[config.mk]
export PLATFORM = sky130hd
export DESIGN_NAME = device_command_register
export DESIGN_NICKNAME = d
export VERILOG_FILES = /design/src/devcmd_pkg.sv /design/src/device_command_register.sv
export SDC_FILE = /design/constraint.sdc
export NUM_CORES = 1
export LEC_CHECK = 0
export BUFFER_PORTS_ARGS = -buffer_cell sky130_fd_sc_hd__buf_2
export CORE_MARGIN = 1
export CORE_UTILIZATION = 56
export DETAILED_ROUTE_END_ITERATION = 8
export PLACE_DENSITY = 0.85
export SLEW_MARGIN = 0
export SYNTH_ARGS = -nofsm -noshare
export SYNTH_HDL_FRONTEND = slang
export SYNTH_SLANG_ARGS = --single-unit
[constraint.sdc]
create_clock -name mclk -period 9.14 [get_ports mclk]
set_clock_uncertainty 0.05 [all_clocks]
set_input_delay 1.371 -clock mclk [delete_from_list [all_inputs] [get_ports mclk]]
set_output_delay 1.371 -clock mclk [all_outputs]
set_load 0.01 [all_outputs]
[src/devcmd_pkg.sv]
/*
 Constants, register map and carrier types for the device command register bank.
 Assumes a register access port from the serial interface front end on the same clock.
*/
package devcmd_pkg;
	localparam logic [7:0] OFS_DEVICE_COMMAND = 8'hea;
	localparam logic [7:0] OFS_ALGO_DEBUG = 8'hec;
	localparam logic [7:0] OFS_ALGO_SECOND = 8'hee;
	localparam logic [7:0] OFS_CURRENT_GAINS = 8'hf0;
	localparam logic [7:0] OFS_SPEED_GAINS = 8'hf2;
	localparam logic [31:0] RESET_VALUE = 32'h0000_0000;
	localparam int BIT_STORE = 31;
	localparam int BIT_RELOAD = 30;
	localparam int BIT_FAULT_CLR = 29;
	localparam int BIT_RETRY_CLR = 28;
	localparam int KEY_MSB = 27;
	localparam int KEY_LSB = 20;
	localparam int ANGLE_MSB = 19;
	localparam int ANGLE_LSB = 11;
	localparam int BIT_TICKLE = 10;
	localparam int BIT_FORCE_ALIGN_EN = 14;
	localparam logic [8:0] FULL_TURN = 9'h168;
	localparam logic [1:0] STARTUP_ALIGN = 2'h1;
	localparam logic [1:0] STARTUP_DOUBLE_ALIGN = 2'h2;

	typedef struct packed {
		logic wr;
		logic rd;
		logic [7:0] addr;
		logic [31:0] wdata;
	} reg_req_s;

	typedef struct packed {
		logic config_store;
		logic config_reload;
		logic fault_clear;
		logic retry_counter_clear;
		logic [7:0] write_key;
	} cmd_out_s;
endpackage

[src/device_command_register.sv]
/*
 Device command register and algorithm control register group.
 Assumes the serial interface front end presents single-cycle read and write
 strobes on mclk, and that the store/reload engine answers with a done pulse.
*/
`timescale 1ns/10ps

// Overview of operation
// - Setting bit 31 starts a configuration store into non-volatile memory.
// - Setting bit 30 starts a reload of default configuration from non-volatile memory.
// - Writing one to bit 29 clears faults, bit 28 clears retry counter.
// - Bits 27 to 20 carry the write key authorising non-volatile writes.
// - Bits 19 to 11 hold align angle, applied only in forced align state.
// - Applied align angle is the programmed value modulo 360 degrees.
// - Bit 10 is a readable, writable watchdog tickle bit for I2C mode.
// - Device clears the tickle bit back to zero by itself.
// - Command register sits at EAh, resets zero, bits 9 to 0 reserved.
// - Algorithm group at ECh, EEh, F0h, F2h, all resetting to zero.
// - Forced align held only with enable set and align-type startup method.
module device_command_register
	import devcmd_pkg::*;
(
	input wire logic mclk,
	input wire logic rst,
	input devcmd_pkg::reg_req_s req,
	input wire logic nv_done,
	input wire logic [1:0] startup_method,
	input wire logic align_state_active,
	output devcmd_pkg::cmd_out_s cmd,
	output logic [31:0] rdata,
	output logic tickle_seen,
	output logic force_align_hold,
	output logic [8:0] align_angle,
	output logic [31:0] algorithm_debug_control,
	output logic [31:0] algorithm_control_second,
	output logic [31:0] current_loop_gains,
	output logic [31:0] speed_loop_gains
);
	import devcmd_pkg::*;

	logic [31:0] devcmd_q, devcmd_d;
	logic [31:0] algo_q [4];
	logic [31:0] algo_d [4];
	cmd_out_s cmd_q, cmd_d;
	logic [31:0] rdata_q, rdata_d;
	logic tickle_seen_q, tickle_seen_d;
	logic hold_q, hold_d;
	logic [8:0] angle_q, angle_d;
	logic [8:0] raw_angle;

	function automatic int algo_index(input logic [7:0] a);
		case (a)
			OFS_ALGO_DEBUG: algo_index = 0;
			OFS_ALGO_SECOND: algo_index = 1;
			OFS_CURRENT_GAINS: algo_index = 2;
			OFS_SPEED_GAINS: algo_index = 3;
			default: algo_index = -1;
		endcase
	endfunction

	assign raw_angle = devcmd_q[ANGLE_MSB:ANGLE_LSB];

	always_comb
	begin
		devcmd_d = devcmd_q;
		cmd_d = cmd_q;
		tickle_seen_d = 1'b0;
		cmd_d.fault_clear = 1'b0;
		cmd_d.retry_counter_clear = 1'b0;
		if (devcmd_q[BIT_TICKLE])
		begin
			devcmd_d[BIT_TICKLE] = 1'b0;
			tickle_seen_d = 1'b1;
		end
		// store/reload end when the engine reports done
		if (nv_done)
		begin
			devcmd_d[BIT_STORE] = 1'b0;
			devcmd_d[BIT_RELOAD] = 1'b0;
			cmd_d.config_store = 1'b0;
			cmd_d.config_reload = 1'b0;
		end
		// write at EAh; a new write wins over the clears above
		if (req.wr && req.addr == OFS_DEVICE_COMMAND)
		begin
			if (req.wdata[BIT_STORE])
			begin
				devcmd_d[BIT_STORE] = 1'b1;
				cmd_d.config_store = 1'b1;
			end
			if (req.wdata[BIT_RELOAD])
			begin
				devcmd_d[BIT_RELOAD] = 1'b1;
				cmd_d.config_reload = 1'b1;
			end
			cmd_d.fault_clear = req.wdata[BIT_FAULT_CLR];
			cmd_d.retry_counter_clear = req.wdata[BIT_RETRY_CLR];
			// key latched for the store engine
			cmd_d.write_key = req.wdata[KEY_MSB:KEY_LSB];
			devcmd_d[ANGLE_MSB:ANGLE_LSB] = req.wdata[ANGLE_MSB:ANGLE_LSB];
			devcmd_d[BIT_TICKLE] = req.wdata[BIT_TICKLE];
		end
	end

	// algorithm group writes; unlisted offsets are ignored
	generate
		for (genvar i = 0; i < 4; i++)
		begin : g_algo
			always_comb
			begin
				algo_d[i] = algo_q[i];
				if (req.wr && algo_index(req.addr) == i)
					algo_d[i] = req.wdata;
			end
		end
	endgenerate

	always_comb
	begin
		rdata_d = rdata_q;
		if (req.rd)
		begin
			rdata_d = 32'h0000_0000;
			// readable bits only: triggers and tickle
			if (req.addr == OFS_DEVICE_COMMAND)
			begin
				rdata_d[BIT_STORE] = devcmd_q[BIT_STORE];
				rdata_d[BIT_RELOAD] = devcmd_q[BIT_RELOAD];
				rdata_d[BIT_TICKLE] = devcmd_q[BIT_TICKLE];
			end
			else if (algo_index(req.addr) > 0)
				rdata_d = algo_q[algo_index(req.addr)];
		end
	end

	always_comb
	begin
		hold_d = algo_q[0][BIT_FORCE_ALIGN_EN]
			&& (startup_method == STARTUP_ALIGN || startup_method == STARTUP_DOUBLE_ALIGN);
		angle_d = angle_q;
		// angle applied only in forced align
		if (hold_q && align_state_active)
		begin
			// wrap at one full turn; 9 bits never reach two turns
			if (raw_angle >= FULL_TURN)
				angle_d = raw_angle - FULL_TURN;
			else
				angle_d = raw_angle;
		end
	end

	// Command group: register image, command outputs and tickle pulse
	always_ff @(posedge mclk or posedge rst)
	begin
		if (rst)
		begin
			devcmd_q <= RESET_VALUE;
			cmd_q <= '0;
			tickle_seen_q <= 1'b0;
		end
		else
		begin
			devcmd_q <= devcmd_d;
			cmd_q <= cmd_d;
			tickle_seen_q <= tickle_seen_d;
		end
	end

	// Algorithm group registers
	always_ff @(posedge mclk or posedge rst)
	begin
		if (rst)
		begin
			for (int k = 0; k < 4; k++)
				algo_q[k] <= RESET_VALUE;
		end
		else
		begin
			for (int k = 0; k < 4; k++)
				algo_q[k] <= algo_d[k];
		end
	end

	// Read data is held between reads so a slow front end may fetch it late
	always_ff @(posedge mclk or posedge rst)
	begin
		if (rst)
			rdata_q <= RESET_VALUE;
		else
			rdata_q <= rdata_d;
	end

	// Align group: hold lags the enable by one cycle, angle follows the hold
	always_ff @(posedge mclk or posedge rst)
	begin
		if (rst)
		begin
			hold_q <= 1'b0;
			angle_q <= 9'h000;
		end
		else
		begin
			hold_q <= hold_d;
			angle_q <= angle_d;
		end
	end

	assign cmd = cmd_q;
	assign rdata = rdata_q;
	assign tickle_seen = tickle_seen_q;
	assign force_align_hold = hold_q;
	assign align_angle = angle_q;
	assign algorithm_debug_control = algo_q[0];
	assign algorithm_control_second = algo_q[1];
	assign current_loop_gains = algo_q[2];
	assign speed_loop_gains = algo_q[3];
endmodule

* Word level (Yosys, flattened, before mapping)
Cells that the tools add are included.
** Word-level totals
- Input port bits :: 48
- Output and inout bits :: 183
- Register bits :: 195
** Cells by class
- Bitwise operators :: 1
- Reductions and logical operators :: 9
- $add $sub $neg :: 1
- Mux-type cells :: 25
- Magnitude comparators :: 3
- Eq/ne operators :: 10
** Operators with widths (count)
- 32-bit two-way mux :: 8
- 32-bit one-hot mux with 4 select lines :: 1
- 32-bit binary-select mux with 2-bit select :: 1
- 32-bit by 3-bit equality test with 1-bit output, second input constant :: 2
- 8-bit equality test, second input constant :: 5
- 32-bit by 2-bit equality test with 1-bit output, second input constant :: 1
- 32-bit by 3-bit >= comparator with 1-bit output, second input constant :: 1
- 32-bit by 1-bit greater-than comparator with 1-bit output, second input constant :: 1
- 32-bit zero test :: 1
- 32-bit NOT :: 1
- 19-bit two-way mux :: 1
- 12-bit two-way mux :: 1
- 10-bit two-way mux :: 1
- 9-bit >= comparator, second input constant :: 1
- 9-bit two-way mux :: 1
- 9-bit subtractor, second input constant :: 1
- 2-bit two-way mux :: 4
- 1-bit logical AND :: 7
- 1-bit two-way mux :: 7
- 2-bit by 1-bit equality test with 1-bit output, second input constant :: 1
- 2-bit equality test, second input constant :: 1
- 1-bit logical OR :: 1

* Logic depth before layout (Yosys ltp)
- Depth after elaboration :: 14
- Mapped depth :: 6
- Mapped depth without buffers :: 6

* Worst setup path after synthesis
OpenSTA, ideal clock, no wires.
- Path kind :: input -> register
- Start :: input req[33] in the netlist's numbering
- End :: register cmd_q (netlist bit cmd[0])
- Data arrival time :: 2.671 ns
- Path slack :: 6.294 ns
- Stages on the path :: 5
- Data required time :: 8.965 ns
- Path through :: clkbuf_2 > nand2b_2 > nor4_4 > buf_2 > mux2_2
** Between the ends
- Word-level cells in the longest chain between the ends :: 2
** RTL lines
- start, declared :: RTL line device_command_register.sv:25 : input devcmd_pkg::reg_req_s req,
- 8-bit equality test :: RTL line device_command_register.sv:84 : if (req.wr && req.addr == OFS_DEVICE_COMMAND)
- 1-bit logical AND :: RTL line device_command_register.sv:84
- end signal, assigned :: RTL line device_command_register.sv:164 : cmd_q <= cmd_d;
- end, declared :: RTL line device_command_register.sv:44 : cmd_out_s cmd_q, cmd_d;
No other way between the ends.
A chain may end at the register's enable or synchronous reset.

* Worst setup path in the final report
- Start :: input req[33] in the netlist's numbering
- End :: register rdata_q[10] (netlist: rdata[10])
** Between the ends
- Word-level cells in the longest chain between the ends :: 11
- Elaborated cells between the ends (all ways) :: 18
- Those cells by class :: order compare (1); eq/ne (5); mux (11); bitwise (1)
** RTL lines
- branches (longest 10 deep; another with 32-bit by 1-bit greater-than comparator with 1-bit output)
- 1-bit two-way mux * :: RTL line device_command_register.sv:125 : if (req.addr == OFS_DEVICE_COMMAND)
- end signal, assigned :: RTL line device_command_register.sv:190 : rdata_q <= rdata_d;
- end, declared :: RTL line device_command_register.sv:45 : logic [31:0] rdata_q, rdata_d;
Mark *: on every way between the ends. The select of a mux whose other input is x is not followed.

==> flow_metrics.env <==
export IMPL_status="completed"
export IMPL_die_y_um=124
export IMPL_dieArea_sq_um=15300
export IMPL_synthDistinctLibCells=47
export IMPL_start_util_pct=57.2
export IMPL_multi_input_area_sq_um=3230
export IMPL_fillers=1003
export IMPL_worstPathMaxFanout=25
export IMPL_placedInstanceArea_sq_um=9630
export IMPL_globalRouteOverflowTotal=0
export IMPL_drc_errors=0
export IMPL_clockBufferDepth=2
export IMPL_vias_per_cell=6.27
export IMPL_setup_violations=0
export IMPL_hold_violations=0
export IMPL_powerDensity_nw_per_um2=183
export IMPL_maxCapViolCount=0
export IMPL_maxSlewViolCount=0
export IMPL_most_common_layout_cells="buf_2, dfrtp_1, mux2_2"
export IMPL_final_nets=867
export IMPL_yosys_warnings=0
export IMPL_clock_root_buffer="clkbuf_16"
export IMPL_clock_latency_ns=0.44
export IMPL_synth_area_sq_um=8290
export IMPL_ant_nets=0
export IMPL_rsz0062_at_grt="no"
export IMPL_vias=6366
export IMPL_rows=44
export IMPL_cts_hold_buffers=0
export IMPL_finalSetupTns_ns=0
export IMPL_synth_edff_count=0
export IMPL_routed_wl_um=23500
export IMPL_power_uw=1880
export IMPL_cts_max_level=4
export IMPL_p_leak_uw=0.00584
export IMPL_max_vdd_ir_drop_v=0.000131
export IMPL_hp_start="devcmd_q[10]$_DFF_PP0_"
export IMPL_fin_area_sq_um=10300
export IMPL_core_region_area_sq_um=14500
export IMPL_period_minus_slack_ns=3.88
export IMPL_avgSynthCellArea_sq_um=14.0
export IMPL_drive_gt1_share_pct=50.3
export IMPL_synth_seq_cells=195
export IMPL_max_slew_worst_pin_slew_ns=1.36
export IMPL_crit_type="in2reg"
export IMPL_synthArstFlopShare_pct=100
export IMPL_rr_worst_depth=4
export IMPL_grt_busiest_layer="met2"
export IMPL_crit_arrival_ns=4.22
export IMPL_ff_latch_area_sq_um=4880
export IMPL_hp_class="reg2reg"
export IMPL_area_delta_synth_final_pct=23.9
export IMPL_max_clock_freq_mhz=257
export IMPL_place_congestion=0.856
export IMPL_post_drt_wl_per_cell_um=23.1
export IMPL_final_common_cell="buf_2"
export IMPL_grtUsageMet2_pct=51.6
export IMPL_ctsResizeCount=0
export IMPL_grt_usage_pct=32.0
export IMPL_start_kind="input port"
export IMPL_ios=231
export IMPL_max_slew_margin_rel_pct=8.69
export IMPL_cts_buffers=17
export IMPL_clk_pin_slew_worst_paths_ns=0.07
export IMPL_dp_hpwl_um=15500
export IMPL_postCtsSetupRepairBufs=0
export IMPL_use_met1_pct=41.1
export IMPL_crit_start="req[33]"
export IMPL_io_buffers=230
export IMPL_cp_end_kind="register"
export IMPL_antenna_found_initial=1
export IMPL_cp_required_ns=9.47
export IMPL_seq_area_frac_synth_pct=58.9
export IMPL_synth_nets=642
export IMPL_tritoncts="built"
export IMPL_cts_sinks=195
export IMPL_grt_pass1_wl_um=35700
export IMPL_drt_pass1_iterations=5
export IMPL_grt_pass1_vias=6398
export IMPL_worstReg2RegStart="devcmd_q[11]$_DFFE_PP0P_"
export IMPL_drt_initial_drc_count=573
export IMPL_yosys_most_used_dff="dfrtp_1"
export IMPL_met3_usage_pct=6.50
export IMPL_holdPathStages=0
export IMPL_grt_max_degree=110
export IMPL_die_x_um=124
export IMPL_post_route_period_util_pct=42.5
export IMPL_postSynthCellCount=593
==> kinds of logic (layout without fill, tap and decap cells) <==
kind of cell,count (synthesis),in the layout,synth area share (%)
flip-flops,195,195,58.9
other,0,1,0
AO/OA/AOI/OAI,131,131,12.7
adder cells (fa/ha/maj),1,1,0.151
XOR/XNOR,3,3,0.317
buffers and inverters,46,284,2.55
AND/OR/NAND/NOR,71,71,5.62
multiplexers,146,146,19.8
==> where the power goes <==
group / internal, uW / leakage, uW / switching, uW
registers: 898 / 0.00268 / 30.2
logic: 61.0 / 0.00286 / 91.6
clock network: 471 / 0.000297 / 329
total: 1430 / 0.00584 / 451
==> layout make-up <==
class	instances	share of cell area, %
Tap cell	184	2.24
Timing Repair Buffer	242	12.1
Antenna cell	1	0.0244
Inverter	10	0.439
Clock buffer	19	4.41
Multi-Input combinational cell	352	31.5
Sequential cell	195	47.5
Clock inverter	13	1.77
==> critical path, stage by stage <==
cell and delay (ns):
buf_2 0.48, inv_1 0.21, nor2_1 1.07, o21a_1 0.48, buf_4 0.39, a221o_1 0.20
==> synth_stat cells, types with 14 or more instances <==
| library cell | n | area [sq um] |
|---|---|---|
| dfrtp_1 | 195 | 4880 |
| mux2_2 | 131 | 1480 |
| a22o_1 | 31 | 272 |
| a21o_1 | 29 | 218 |
| and3_1 | 18 | 113 |
| a221o_1 | 17 | 170 |
| nand2_1 | 17 | 63.8 |
| a22oi_1 | 16 | 120 |
| clkbuf_1 | 16 | 60.1 |
| o21ai_0 | 15 | 75.1 |
| mux2_1 | 14 | 158 |
| o2bb2ai_1 | 14 | 123 |
==> state kept, by name, indices dropped and copies added, names as in the netlist <==
register and flops:
force_align_hold 1, align_angle 9, algorithm_debug_control 32, rdata 32
devcmd_q 12, tickle_seen 1, cmd 12, algorithm_control_second 32
current_loop_gains 32, speed_loop_gains 32
==> final timing paths <==
check,to,slack (ns)
max,rdata[10]$_DFFE_PP0P_,5.26
min,tickle_seen$_DFF_PP0_,0.34
max reg2reg,align_angle[6]$_DFFE_PP0P_,7.18
min reg2reg,tickle_seen$_DFF_PP0_,0.34
max in group asynchronous,algorithm_control_second[10]$_DFFE_PP0P_,6.40
min in group asynchronous,algorithm_control_second[18]$_DFFE_PP0P_,1.03
==> per-layer routing <==
layer  up-vias  part of all wire, %
met5         -                    0
met4         0                  3.8
li1       2673                    -
met1      3253                   39
met2       357                   50
met3        83                  6.7
==> per-stage QoR <==
| step | hold slack (ns) | setup WS, ns | utilization [%] | cells |
|---|---|---|---|---|
| 6_report | 0.343 | 5.26 | 70.9 | 1016 |
| 5_1_grt | 0.365 | 5.07 | 70.9 | 1016 |
| 4_1_cts | 0.340 | 5.29 | 70.9 | 1015 |
| 3_5_place_dp | 0.324 | 4.89 | 66.5 | 983 |
| 3_3_place_gp | 0.313 | 5.03 | 66.5 | 983 |
| 2_1_floorplan | 0.304 | 2.41 | - | 593 |
Note: power is estimated with default switching activity, not from simulation.
